## src/design/audio_in_pkg.sv

```systemverilog
// Constants shared by the serial audio input selector
package audio_in_pkg;
  // Source select field position in control register two
  localparam int SEL_HI = 7;
  localparam int SEL_LO = 6;
  localparam logic [1:0] SEL_RESET = 2'h0;
  localparam logic [1:0] SEL_A = 2'h0;
  localparam logic [1:0] SEL_B = 2'h1;
  localparam logic [1:0] SEL_C = 2'h2;
  // Format field position in control register zero
  localparam int FMT_HI = 3;
  localparam int FMT_LO = 0;
  localparam logic [3:0] FMT_RESET = 4'h0;
  // Auxiliary enable bit in control register one, forward enable in register two
  localparam int AUX_EN_BIT = 11;
  localparam int FWD_EN_BIT = 8;
  // Framing codes, low two bits of the format field
  localparam logic [1:0] MODE_I2S = 2'h0;
  localparam logic [1:0] MODE_LEFT = 2'h1;
  localparam logic [1:0] MODE_RIGHT = 2'h2;
  localparam logic [1:0] MODE_DSP = 2'h3;
  // Word length codes, high two bits of the format field
  localparam logic [1:0] LEN_16 = 2'h0;
  localparam logic [1:0] LEN_20 = 2'h1;
  localparam logic [1:0] LEN_24 = 2'h2;
  localparam logic [5:0] BITS_16 = 6'h10;
  localparam logic [5:0] BITS_20 = 6'h14;
  localparam logic [5:0] BITS_24 = 6'h18;
  // Sample width presented to the core
  localparam int SAMPLE_W = 24;
  // Bit position counter saturation
  localparam logic [5:0] POS_MAX = 6'h3f;
  localparam logic [5:0] POS_ZERO = 6'h00;
  localparam logic [5:0] POS_ONE = 6'h01;
  // Synchroniser depth for every pin input
  localparam int SYNC_STAGES = 2;
endpackage

```

## src/design/pin_sync.sv

```systemverilog
// Two flip-flop synchroniser for a group of asynchronous pins
`timescale 1ns/100ps
module pin_sync #(
  parameter int WIDTH = 1
) (
  input wire logic clk, // Sampling clock
  input wire logic rst_n, // Synchronous reset, active low
  input wire logic [WIDTH-1:0] pin, // Asynchronous pin levels
  output logic [WIDTH-1:0] level // Synchronised levels
);

  logic [WIDTH-1:0] meta;
  logic [WIDTH-1:0] next_meta;
  logic [WIDTH-1:0] next_level;

  ////////////////////////////////////////////////////////////////////////////
  // First stage feeds only the second stage
  always_comb begin
    next_meta = rst_n ? pin : '0;
    next_level = rst_n ? meta : '0;
  end

  // Both stages register on every rising clock edge
  always_ff @(posedge clk) begin
    meta <= next_meta;
    level <= next_level;
  end
endmodule

```

## src/design/serial_audio_input_select.sv

```systemverilog
// Serial audio input port: three-way source select, four framings, aux input
//
// Operation
// - Exactly one of the three serial data inputs feeds the receiver, chosen by the select field.
// - After reset the select field is 00, choosing data input a.
// - The four-bit format field decides how incoming words are decoded.
// - The select field also picks the active frame clock, input a after reset.
// - The select field also picks the active shift clock, input a after reset.
// - Frame and shift clocks are interpreted according to the programmed framing.
// - Left-justified, I2S, right-justified and DSP framings are all supported.
// - Every framing accepts 16, 20 or 24 bit words.
// - Words arrive MSB first in twos complement and are sign extended as such.
// - A four-channel mode uses the selected main input and the aux input together.
// - Up to three sources may be chosen for serial data and for the master clock.
// - The shared pin becomes an aux two-channel data input when the aux enable is set.
// - The aux input uses the same selected shift and frame clocks as the main inputs.
// - The selected group is forwarded on the mux outputs only while forwarding is enabled.
`timescale 1ns/100ps
module serial_audio_input_select (
  input wire logic MCLK, // System clock, 25 MHz
  input wire logic NRST, // Synchronous reset, active low
  input wire logic SERIAL_IN_A, // Serial data group a
  input wire logic SERIAL_IN_B, // Serial data group b
  input wire logic SERIAL_IN_C, // Serial data group c
  input wire logic FRAME_CLOCK_A, // Frame clock group a
  input wire logic FRAME_CLOCK_B, // Frame clock group b
  input wire logic FRAME_CLOCK_C, // Frame clock group c
  input wire logic SHIFT_CLOCK_A, // Shift clock group a
  input wire logic SHIFT_CLOCK_B, // Shift clock group b
  input wire logic SHIFT_CLOCK_C, // Shift clock group c
  input wire logic DEEMPHASIS_OR_AUX_INPUT, // De-emphasis request or aux data
  input wire logic MASTER_CLOCK_IN_A, // Master clock source a
  input wire logic MASTER_CLOCK_IN_B, // Master clock source b
  input wire logic MASTER_CLOCK_IN_C, // Master clock source c
  input wire logic [1:0] SOURCE_SELECT, // Serial group select field
  input wire logic [1:0] MASTER_SELECT, // Master clock source select
  input wire logic [3:0] FORMAT, // Framing and word length field
  input wire logic AUX_ENABLE, // Shared pin acts as aux data
  input wire logic FORWARD_ENABLE, // Drive the mux output pins
  output logic FORWARDED_SERIAL_OUT, // Selected data, forwarded
  output logic FORWARDED_FRAME_CLOCK, // Selected frame clock, forwarded
  output logic FORWARDED_SHIFT_CLOCK, // Selected shift clock, forwarded
  output logic MASTER_CLOCK_SAMPLED, // Selected master clock as sampled
  output logic DEEMPHASIS_REQUEST, // Pin level in de-emphasis use
  output logic [1:0] ACTIVE_SOURCE, // Source currently received
  output logic [23:0] LEFT_SAMPLE, // Main left word, sign extended
  output logic [23:0] RIGHT_SAMPLE, // Main right word, sign extended
  output logic [23:0] AUX_LEFT_SAMPLE, // Aux left word, sign extended
  output logic [23:0] AUX_RIGHT_SAMPLE, // Aux right word, sign extended
  output logic SAMPLE_VALID // One-cycle pulse per completed frame
);

  ////////////////////////////////////////////////////////////////////////////
  // Every pin passes two flip-flops before any logic reads it
  logic [12:0] synced;
  logic d_a, d_b, d_c, f_a, f_b, f_c, s_a, s_b, s_c, aux_pin, mc_a, mc_b, mc_c;

  pin_sync #(.WIDTH(13)) u_sync (
    .clk(MCLK),
    .rst_n(NRST),
    .pin({MASTER_CLOCK_IN_C, MASTER_CLOCK_IN_B, MASTER_CLOCK_IN_A, DEEMPHASIS_OR_AUX_INPUT,
          SHIFT_CLOCK_C, SHIFT_CLOCK_B, SHIFT_CLOCK_A, FRAME_CLOCK_C, FRAME_CLOCK_B,
          FRAME_CLOCK_A, SERIAL_IN_C, SERIAL_IN_B, SERIAL_IN_A}),
    .level(synced)
  );

  assign {mc_c, mc_b, mc_a, aux_pin, s_c, s_b, s_a, f_c, f_b, f_a, d_c, d_b, d_a} = synced;

  ////////////////////////////////////////////////////////////////////////////
  // Group and master clock selection
  logic sel_d, sel_f, sel_s, sel_mc;

  // Unused code 11 falls back to group a so the port never floats
  always_comb begin
    case (ACTIVE_SOURCE)
      audio_in_pkg::SEL_B: begin
        sel_d = d_b;
        sel_f = f_b;
        sel_s = s_b;
      end
      audio_in_pkg::SEL_C: begin
        sel_d = d_c;
        sel_f = f_c;
        sel_s = s_c;
      end
      default: begin
        sel_d = d_a;
        sel_f = f_a;
        sel_s = s_a;
      end
    endcase
    case (MASTER_SELECT)
      audio_in_pkg::SEL_B: sel_mc = mc_b;
      audio_in_pkg::SEL_C: sel_mc = mc_c;
      default: sel_mc = mc_a;
    endcase
  end

  ////////////////////////////////////////////////////////////////////////////
  // Format decode
  logic [1:0] mode;
  logic [5:0] wlen;
  logic [5:0] dly;

  always_comb begin
    mode = FORMAT[1:0];
    case (FORMAT[3:2])
      audio_in_pkg::LEN_16: wlen = audio_in_pkg::BITS_16;
      audio_in_pkg::LEN_20: wlen = audio_in_pkg::BITS_20;
      default: wlen = audio_in_pkg::BITS_24;
    endcase
    // I2S and DSP framings put the MSB one shift clock after the frame edge
    dly = (mode == audio_in_pkg::MODE_I2S || mode == audio_in_pkg::MODE_DSP) ?
          audio_in_pkg::POS_ONE : audio_in_pkg::POS_ZERO;
  end

  // Sign extend the low n bits of a shift register to a full sample
  function automatic logic [23:0] sext(input logic [23:0] v, input logic [5:0] n);
    logic [23:0] r;
    r = v;
    if (n == audio_in_pkg::BITS_16) begin
      r = {{8{v[15]}}, v[15:0]};
    end else if (n == audio_in_pkg::BITS_20) begin
      r = {{4{v[19]}}, v[19:0]};
    end
    return r;
  endfunction

  ////////////////////////////////////////////////////////////////////////////
  // Receiver state
  logic s_prev, f_prev;
  logic [5:0] pos;
  logic [23:0] sh, ash;
  logic next_s_prev, next_f_prev, next_valid;
  logic [5:0] next_pos;
  logic [23:0] next_sh, next_ash, next_left, next_right, next_aux_l, next_aux_r;
  logic [1:0] next_source;
  logic rise, edge_f, take, done_l, done_r;
  logic [5:0] last_l;
  logic [5:0] last_r;

  // Bits are sampled on the rising shift clock; the frame clock is read there too
  always_comb begin
    next_s_prev = sel_s;
    next_f_prev = f_prev;
    next_pos = pos;
    next_sh = sh;
    next_ash = ash;
    next_left = LEFT_SAMPLE;
    next_right = RIGHT_SAMPLE;
    next_aux_l = AUX_LEFT_SAMPLE;
    next_aux_r = AUX_RIGHT_SAMPLE;
    next_valid = 1'b0;
    next_source = ACTIVE_SOURCE;
    rise = sel_s & ~s_prev;
    edge_f = sel_f != f_prev;
    take = 1'b0;
    done_l = 1'b0;
    done_r = 1'b0;
    last_l = dly + wlen - audio_in_pkg::POS_ONE;
    last_r = last_l + wlen;
    if (rise) begin
      next_f_prev = sel_f;
      if (mode == audio_in_pkg::MODE_DSP) begin
        // Frame pulse rising starts the left slot; right follows directly
        next_pos = (edge_f && sel_f) ? audio_in_pkg::POS_ZERO :
                   (pos == audio_in_pkg::POS_MAX) ? pos : pos + audio_in_pkg::POS_ONE;
        take = next_pos >= dly && next_pos <= last_r;
        done_l = take && next_pos == last_l;
        done_r = take && next_pos == last_r;
      end else if (mode == audio_in_pkg::MODE_RIGHT) begin
        // Word ends at the frame edge, so shift always and capture there
        take = 1'b1;
        done_l = edge_f && f_prev;
        done_r = edge_f && !f_prev;
      end else begin
        next_pos = edge_f ? audio_in_pkg::POS_ZERO :
                   (pos == audio_in_pkg::POS_MAX) ? pos : pos + audio_in_pkg::POS_ONE;
        take = next_pos >= dly && next_pos <= last_l;
        // I2S left has the frame clock low, left-justified has it high
        done_l = take && next_pos == last_l && (sel_f ^ (mode == audio_in_pkg::MODE_I2S));
        done_r = take && next_pos == last_l && !(sel_f ^ (mode == audio_in_pkg::MODE_I2S));
      end
      if (mode == audio_in_pkg::MODE_RIGHT) begin
        // Capture before shifting: the edge bit already belongs to the next word
        if (done_l) begin
          next_left = sext(sh, wlen);
          next_aux_l = AUX_ENABLE ? sext(ash, wlen) : '0;
        end
        if (done_r) begin
          next_right = sext(sh, wlen);
          next_aux_r = AUX_ENABLE ? sext(ash, wlen) : '0;
        end
      end
      if (take) begin
        next_sh = {sh[22:0], sel_d};
        next_ash = {ash[22:0], aux_pin & AUX_ENABLE};
      end
      if (mode != audio_in_pkg::MODE_RIGHT) begin
        if (done_l) begin
          next_left = sext(next_sh, wlen);
          next_aux_l = AUX_ENABLE ? sext(next_ash, wlen) : '0;
        end
        if (done_r) begin
          next_right = sext(next_sh, wlen);
          next_aux_r = AUX_ENABLE ? sext(next_ash, wlen) : '0;
        end
      end
      if (done_r) begin
        next_valid = 1'b1;
        // Switching only after the right word keeps every pair from one source
        next_source = SOURCE_SELECT;
      end
    end
    if (!NRST) begin
      next_s_prev = 1'b0;
      next_f_prev = 1'b0;
      next_pos = audio_in_pkg::POS_MAX;
      next_sh = '0;
      next_ash = '0;
      next_left = '0;
      next_right = '0;
      next_aux_l = '0;
      next_aux_r = '0;
      next_valid = 1'b0;
      next_source = audio_in_pkg::SEL_RESET;
    end
  end

  always_ff @(posedge MCLK) begin
    s_prev <= next_s_prev;
    f_prev <= next_f_prev;
    pos <= next_pos;
    sh <= next_sh;
    ash <= next_ash;
    LEFT_SAMPLE <= next_left;
    RIGHT_SAMPLE <= next_right;
    AUX_LEFT_SAMPLE <= next_aux_l;
    AUX_RIGHT_SAMPLE <= next_aux_r;
    SAMPLE_VALID <= next_valid;
    ACTIVE_SOURCE <= next_source;
  end

  ////////////////////////////////////////////////////////////////////////////
  // Forwarding, de-emphasis and master clock outputs
  logic next_fwd_d, next_fwd_f, next_fwd_s, next_mc, next_deemph;

  // Forwarded pins lag the inputs by the synchroniser plus one register
  always_comb begin
    next_fwd_d = NRST & FORWARD_ENABLE & sel_d;
    next_fwd_f = NRST & FORWARD_ENABLE & sel_f;
    next_fwd_s = NRST & FORWARD_ENABLE & sel_s;
    next_mc = NRST & sel_mc;
    next_deemph = NRST & ~AUX_ENABLE & aux_pin;
  end

  always_ff @(posedge MCLK) begin
    FORWARDED_SERIAL_OUT <= next_fwd_d;
    FORWARDED_FRAME_CLOCK <= next_fwd_f;
    FORWARDED_SHIFT_CLOCK <= next_fwd_s;
    MASTER_CLOCK_SAMPLED <= next_mc;
    DEEMPHASIS_REQUEST <= next_deemph;
  end
endmodule

```

## config.mk

```make
export PLATFORM = sky130hd
export DESIGN_NAME = serial_audio_input_select
export DESIGN_NICKNAME = d
export VERILOG_FILES = /design/src/design/audio_in_pkg.sv /design/src/design/pin_sync.sv /design/src/design/serial_audio_input_select.sv
export SDC_FILE = /design/constraint.sdc
export NUM_CORES = 1
export LEC_CHECK = 0
export BUFFER_PORTS_ARGS = -buffer_cell sky130_fd_sc_hd__buf_2
export CAP_MARGIN = 20
export CORE_AREA = 8 8 166 168
export CTS_CLUSTER_SIZE = 24
export DETAILED_ROUTE_END_ITERATION = 12
export DIE_AREA = 0 0 174 176
export GPL_ROUTABILITY_DRIVEN = 0
export REMOVE_ABC_BUFFERS = 1
export SETUP_SLACK_MARGIN = 0.3
export SLEW_MARGIN = 20
export SYNTH_ARGS = -nofsm -noshare
export SYNTH_HDL_FRONTEND = slang
export SYNTH_SLANG_ARGS = --single-unit
```

## constraint.sdc

```tcl
create_clock -name MCLK -period 8.66 [get_ports MCLK]
set_clock_uncertainty 0.05 [all_clocks]
set_input_delay 1.732 -clock MCLK [delete_from_list [all_inputs] [get_ports MCLK]]
set_output_delay 1.732 -clock MCLK [all_outputs]
set_load 0.03 [all_outputs]
```

# Word level (Yosys, flattened, before mapping)
# Cells that the tools add are included.
totals:
  regBits: 186
  out_inout_bits: 104
classes:
  muxes: 49
  magnitude_cmp: 4
  n_reduce_logical: 18
  add_sub_neg: 4
  eq_ne: 16
  n_bitwise: 12
op_table:
  columns: ["op", "count"]
  rows:
  - ["$mux 24", 28]
  - ["$mux 6", 5]
  - ["$eq 6x6->1", 3]
  - ["$eq 6x5->1 const B", 2]
  - ["$ge 6x1->1", 2]
  - ["$le 6x6->1", 2]
  - ["$mux 1", 11]
  - ["$logic_and 1x1->1", 10]
  - ["$and 1x1->1", 9]
  - ["$eq 2x2->1 const B", 4]
  - ["$pmux 1 s2", 4]
  - ["$pmux 4 s2", 1]
  - ["$add 1x6->6", 1]
  - ["$add 6x1->6 const B", 1]
  - ["$add 6x6->6", 1]
  - ["$eq 2x1->1 const B", 3]
  - ["$eq 6x6->1 const B", 1]
  - ["$reduce_and 2->1", 3]
  - ["$sub 6x1->6 const B", 1]
  - ["$logic_not 2->1", 2]
  - ["$ne 2x2->1 const B", 2]
  - ["$logic_not 1->1", 2]
  - ["$not 1->1", 2]
  - ["$logic_or 1x1->1", 1]
  - ["other kinds (2)", 2]

# Logic depth before layout (Yosys ltp)
depth:
  word_depth: 16
  mapped_depth: 20
  ltp_nobuf: 17

# Cells and area by module
# From an unflattened synthesis, not the netlist that was laid out.
hier_totals:
  cells_unflattened: 1043
  hier_area_um2: 8894.8
modules_own_cells:
  columns: ["module", "instances", "cells_per_inst", "area_per_inst_um2"]
  rows:
  - ["serial_audio_input_select", 1, 989, 8164.1]
  - ["pin_sync", 1, 54, 730.7]

# Worst setup path after synthesis
# Ideal clock, no wire load.
synth_timing:
  path_kind: "input to register"
  from: "in FORMAT[0]"
  to: "reg AUX_LEFT_SAMPLE[19]"
  setup_slack_ps: 3401
  setup_ps: 139
  path_stages: 17
  n_path_buf: 1
  arrival_ps: 5070
  required_ps: 8471
  cell_sequence: "inv_1 -> ha_1 -> ha_1 -> inv_1 -> ha_1 -> xnor2_1 -> xnor2_1 -> ha_1 -> a21o_1 -> a211oi_1 -> a21oi_1 -> a21o_1 -> a211o_1 -> buf_2 -> mux2_4 -> nor4_2 -> a41oi_1"
synth_between:
  elab_chain_cells: 16
  elab_cells_between_ends: 35
  cone_classes: "add/sub: 3; order compare: 4; eq/ne: 5; mux: 15; bitwise: 1; reduce/logical: 7"
synth_lines:
  columns: ["item", "line", "text"]
  rows:
  - ["start, declared", "serial_audio_input_select.sv:37", "input wire logic [3:0] FORMAT,"]
  - ["$eq 2x2->1 / $logic_not 2->1 (equally long branches)", "serial_audio_input_select.sv:113, serial_audio_input_select.sv:164, serial_audio_input_select.sv:181", null]
  - ["$logic_or 1x1->1", "serial_audio_input_select.sv:113", "dly = (mode == audio_in_pkg::MODE_I2S || mode == audio_in_pkg::MODE_DSP) ?"]
  - ["$mux 1", "serial_audio_input_select.sv:113", null]
  - ["$add 1x6->6", "serial_audio_input_select.sv:160", "last_l = dly + wlen - audio_in_pkg::POS_ONE;"]
  - ["$sub 6x1->6", "serial_audio_input_select.sv:160", null]
  - ["$add 6x6->6 / $le 6x6->1 (equally long branches)", "serial_audio_input_select.sv:161, serial_audio_input_select.sv:179", null]
  - ["$le 6x6->1 / $logic_and 1x1->1 (equally long branches)", "serial_audio_input_select.sv:168, serial_audio_input_select.sv:179", null]
  - ["$logic_and 1x1->1, or another cell as far along", "serial_audio_input_select.sv:168", "take = next_pos >= dly && next_pos <= last_r;"]
  - ["$mux 1 / $logic_and 1x1->1 (equally long branches)", "serial_audio_input_select.sv:164, serial_audio_input_select.sv:181", null]
  - ["$mux 1 (on tied branches)", "serial_audio_input_select.sv:162, serial_audio_input_select.sv:171", null]
  - ["$mux 24 / $mux 1 (equally long branches)", "serial_audio_input_select.sv:195, serial_audio_input_select.sv:164", null]
  - ["$mux 24 / $mux 1 (equally long branches)", "serial_audio_input_select.sv:123, serial_audio_input_select.sv:162", null]
  - ["$mux 24 (on tied branches)", "serial_audio_input_select.sv:121, serial_audio_input_select.sv:186", null]
  - ["$mux 24 (on tied branches)", "serial_audio_input_select.sv:202, serial_audio_input_select.sv:184", null]
  - ["$mux 24", "serial_audio_input_select.sv:200", "if (done_l) begin"]
  - ["$mux 24 (*)", "serial_audio_input_select.sv:199", "if (mode != audio_in_pkg::MODE_RIGHT) begin"]
  - ["end signal, assigned", "serial_audio_input_select.sv:238", "AUX_LEFT_SAMPLE <= next_aux_l;"]
  - ["end, declared", "serial_audio_input_select.sv:48", "output logic [23:0] AUX_LEFT_SAMPLE,"]
# Every way passes the cells marked *; elsewhere a longest branch is shown, timed or not. The select of a mux whose other input is x is not followed.
# A chain may end at the register's enable or synchronous reset.

# Final worst setup path
layout_timing:
  from: "in FORMAT[3]"
  to: "reg AUX_LEFT_SAMPLE[13]"
layout_between:
  elab_chain_cells: 15
  elab_cells_between_ends: 32
  cone_classes: "add/sub: 3; order compare: 2; eq/ne: 4; mux: 17; reduce/logical: 6"
layout_lines:
  columns: ["item", "line", "text"]
  rows:
  - ["$eq 2x1->1 / $logic_not 2->1 (equally long branches)", "serial_audio_input_select.sv:107", "case (FORMAT[3:2])"]
  - ["$pmux 4 s2 (*)", "serial_audio_input_select.sv:107", null]
  - ["$add 1x6->6", "serial_audio_input_select.sv:160", null]
  - ["$sub 6x1->6", "serial_audio_input_select.sv:160", null]
  - ["$add 6x6->6 / $le 6x6->1 (equally long branches)", "serial_audio_input_select.sv:161, serial_audio_input_select.sv:179", null]
  - ["$le 6x6->1 / $logic_and 1x1->1 (equally long branches)", "serial_audio_input_select.sv:168, serial_audio_input_select.sv:179", null]
  - ["$logic_and 1x1->1, or another cell as far along", "serial_audio_input_select.sv:168", null]
  - ["$mux 1 / $logic_and 1x1->1 (equally long branches)", "serial_audio_input_select.sv:164, serial_audio_input_select.sv:181", null]
  - ["$mux 1 (on tied branches)", "serial_audio_input_select.sv:162, serial_audio_input_select.sv:171", null]
  - ["$mux 24 / $mux 1 (equally long branches)", "serial_audio_input_select.sv:195, serial_audio_input_select.sv:164", null]
  - ["$mux 24 / $mux 1 (equally long branches)", "serial_audio_input_select.sv:123, serial_audio_input_select.sv:162", null]
  - ["$mux 24 (on tied branches)", "serial_audio_input_select.sv:121, serial_audio_input_select.sv:186", null]
  - ["$mux 24 (on tied branches)", "serial_audio_input_select.sv:202, serial_audio_input_select.sv:184", null]
  - ["$mux 24", "serial_audio_input_select.sv:200", null]
  - ["$mux 24 (*)", "serial_audio_input_select.sv:199", null]
# Marked as above.

==> flow_summary_export.csv <==
group,metric,value,unit
yosys,synth-seq-cells,186,
global_route,grt_start_max_net_pins,86,
drt,ant_nets,0,
yosys,syn_area,8610,sq um
cts,cts_sinks,186,
cts,insertion_delay,420,ps
yosys,synth-seq-area-share,0.432,
drt,drt_pass1_iterations,5,
floorplanning,placementRows,58,
hold_path,worstHoldStart,"u_sync.meta[9]",
critical_path,r2r_start,"ACTIVE_SOURCE[0]",
power_and_ir_drop,ir_worst_vdd,0.125,mV
yosys,synth_top_family_by_area,"compound AO/OA/AOI/OAI gates",
hold_path,whs_path_depth,1,
yosys,synth_cell_type_count,61,
floorplanning,ios,129,
cells_and_area,area_growth,15.9,%
run_status,outcome,"finished, final reports clean",
drt,wire_per_inst,17.1,um
cts,clk_pin_slew,70,ps
yosys,avgSynthCellArea,9.05,sq um
timing,slew_violations,0,
cts,post_cts_buffers,0,
yosys,synthCells,951,
yosys,post_synth_mux_area_share,0.122,
timing,rsz0062_at_grt,"no",
critical_path,cp.buffers_inverters,4,
cts,ctsResizeCount,0,
yosys,synth_top_area_frac,0.432,
timing,setup_tns,0,ps
cells_and_area,num_antenna_cells,0,
timing,setup_viol,0,
critical_path,cp_top_family,"simple AND/OR/NAND/NOR gates",
timing,period_share,0.704,
yosys,synthArstFlopShare,0,
yosys,synth_edf_count,0,
yosys,synth_simple_gate_area_frac,0.152,
critical_path,worst-r2r-setup-slack,3200,ps
floorplanning,die_h,176,um
timing,final-hold-violation-count,0,
cts,numCtsBuffers,17,
yosys,synth_top_area_cell,"dfxtp_1",
critical_path,critical_path_required,8980,ps
global_route,grt_pass1_wl,38.0,mm
drt,totalWireLength,23.5,mm
global_route,grt_overflow,0,
floorplanning,die_w,174,um
cells_and_area,fillers,2530,
placement,portBuffers,128,
timing,fin_hold_ws,384,ps
drt,first_iter_violations,425,
power_and_ir_drop,p_total,1.90,mW
global_route,antenna_found_initial,0,
power_and_ir_drop,p_per_area,190,nW/um^2
drt,via_per_inst,5.24,
drt,route.detailed.drc,0,
cts,tritoncts,"built",
cells_and_area,fin_nets,1082,
timing,slew_headroom,0.318,
global_route,grt_pass1_vias,6910,
power_and_ir_drop,p_leak,4.47,nW
yosys,synth_compound_area_frac,0.200,
critical_path,critPathMostFrequentCell,"ha_1",
critical_path,timing.rr.end,"AUX_LEFT_SAMPLE[13]",
floorplanning,dieArea,30600,sq um
timing,max_freq,0.164,GHz
drt,vias,7196,
critical_path,start_kind,"primary input",
timing,tightest_slew,1020,ps
critical_path,reg2regPathDepth,17,
placement,hpwlAfterDp,15.9,mm
run,max-cap-violations,0,
critical_path,slowest_delay,680,ps
yosys,synthAdderAreaFrac,0.0378,
cells_and_area,drive_above_1_share,0.186,
floorplanning,core_area,24800,sq um
critical_path,crit_chain,"buf_2 -> nor2b_1 -> inv_1 -> ha_1 -> inv_1 -> ha_1 -> xnor2_1 -> xnor2_1 -> ha_1 -> a21o_1 -> a211oi_1 -> a21oi_1 -> a21o_1 -> nor2_1 -> and3_2 -> buf_4 -> and2_1 -> a32o_1",
yosys,synth_xor_area_frac,0.00610,
cts,cts.path.max_buffers,2,
critical_path,arrival,6420,ps
hold_path,min-delay-path-class,"reg2reg",
hold_path,hold_end,"u_sync.level[9]",
critical_path,end_kind,"flip-flop",
cts,ctsRootBufferMaster,"clkbuf_16",
cts,cts_hold_buffers,0,
critical_path,setup.worst_path.class,"in2reg",
yosys,ys.flop_type,"dfxtp_1",
yosys,ys_top_cells_by_area,"dfxtp_1, mux2i_1, nor2_1",
critical_path,crit_fanout,51,
yosys,yosysWarnings,0,
global_route,grt_usage,0.152,
critical_path,slowest_stage,"and2_1",
floorplanning,start_util,0.347,
timing,finalCriticalPeriod,6100,ps
cts,cts_max_level,4,
## layer usage
layer / share of wire / wire length [um] / track usage / up-vias
met3: 0.052 / 1230 / 0.0376 / 27
met5: 0 / 0 / 0 / -
met2: 0.46 / 10700 / 0.243 / 185
met1: 0.47 / 11100 / 0.199 / 3393
li1: - / - / - / 3591
met4: 0.018 / 416 / 0.0495 / 0
## stage by stage
| stage | std cells | util | instance area (sq um) | worst slack (ps) |
|---|---|---|---|---|
| 6_report | 1374 | 0.402 | 9980 | 2560 |
| 5_1_grt | 1374 | 0.402 | 9980 | 2250 |
| 4_1_cts | 1374 | 0.402 | 9980 | 2650 |
| 3_5_place_dp | 1342 | 0.379 | 9410 | 2260 |
| 3_3_place_gp | 1342 | 0.379 | 9410 | 2430 |
| 2_1_floorplan | 874 | - | 8260 | 1050 |
## where the power goes
part | internal [mW] | switching (mW) | leakage [nW]
logic | 0.0934 | 0.165 | 2.69
clock network | 0.416 | 0.343 | 0.275
registers | 0.871 | 0.00866 | 1.51
## state kept, by name, summed over array words and instances (netlist names), 2 cells and up
name / cells
RIGHT_SAMPLE: 24
u_sync.level: 13
sh: 24
pos: 6
LEFT_SAMPLE: 24
ash: 24
AUX_RIGHT_SAMPLE: 24
AUX_LEFT_SAMPLE: 24
u_sync.meta: 13
ACTIVE_SOURCE: 2
## worst reg2reg max path, cell delays in order (launching register included)
cell and delay [ps]:
dfxtp_1 390, inv_1 70, ha_1 360, a221oi_1 350
or2_2 240, inv_1 50, ha_1 340, a211oi_2 430
ha_1 330, a21o_1 180, a211oi_1 250, a21oi_1 120
a21o_1 210, nor2_1 360, and3_2 240, buf_4 440
and2_1 700, a32o_1 280
## cells in the mapped netlist, drive strengths merged (2+ instances only)
library cell and instances:
dfxtp 186, nor2 124, mux2i 91, nand2 70
o21ai 59, clkbuf 49, a211oi 43, a21oi 43
and2 32, buf 28, ha 26, nand3 24
inv 22, o2111a 15, a32o 13, o211ai 12
a31oi 11, and3 11, mux2 10, a21o 8
a211o 5, nor2b 5, nor4 5, xnor2 5
a22o 4, a22oi 4, nor3 4, a221oi 3
o221ai 3, o22ai 3, o2bb2ai 3, o311ai 3
o31ai 3, or2 3, o2111ai 2, o311a 2
or3 2
## layout make-up
class	instances	area [sq um]	area share
Tap cell	330	413	0.0414
Sequential cell	186	3720	0.373
Clock buffer	20	457	0.0458
Inverter	22	82.6	0.00828
Multi-Input combinational cell	666	4470	0.448
Clock inverter	12	114	0.0114
Timing Repair Buffer	138	716	0.0717
## cells by family after synthesis
logic type               count (synthesis)
AO/OA/AOI/OAI                          245
XOR/XNOR                                 6
buffers and inverters                   99
multiplexers                           102
flip-flops                             186
adder cells (fa/ha/maj)                 26
AND/OR/NAND/NOR                        287
## cell usage in the layout (no fill, tap or decap), types with 12 or more instances in the layout
cell type	n
nand3_1	24
inv_1	21
a211oi_1	39
a32o_1	13
a21oi_1	43
buf_2	128
o211ai_1	12
o21ai_0	55
dfxtp_1	186
nand2_1	70
o2111a_1	15
clkbuf_16	17
and2_1	31
mux2i_1	91
nor2_1	124
ha_1	26
## worst max-delay path by stage
stage,from,slack [ps],to,cells after the start
2_1_floorplan,FORMAT[0],1050,AUX_RIGHT_SAMPLE[0],15
3_3_place_gp,FORMAT[0],2430,AUX_LEFT_SAMPLE[5],18
3_5_place_dp,FORMAT[3],2260,AUX_LEFT_SAMPLE[13],18
4_1_cts,FORMAT[3],2650,AUX_LEFT_SAMPLE[13],18
5_1_grt,FORMAT[3],2250,AUX_LEFT_SAMPLE[9],18
6_report,FORMAT[3],2560,AUX_LEFT_SAMPLE[13],18
(Power assumes the default switching activity.)
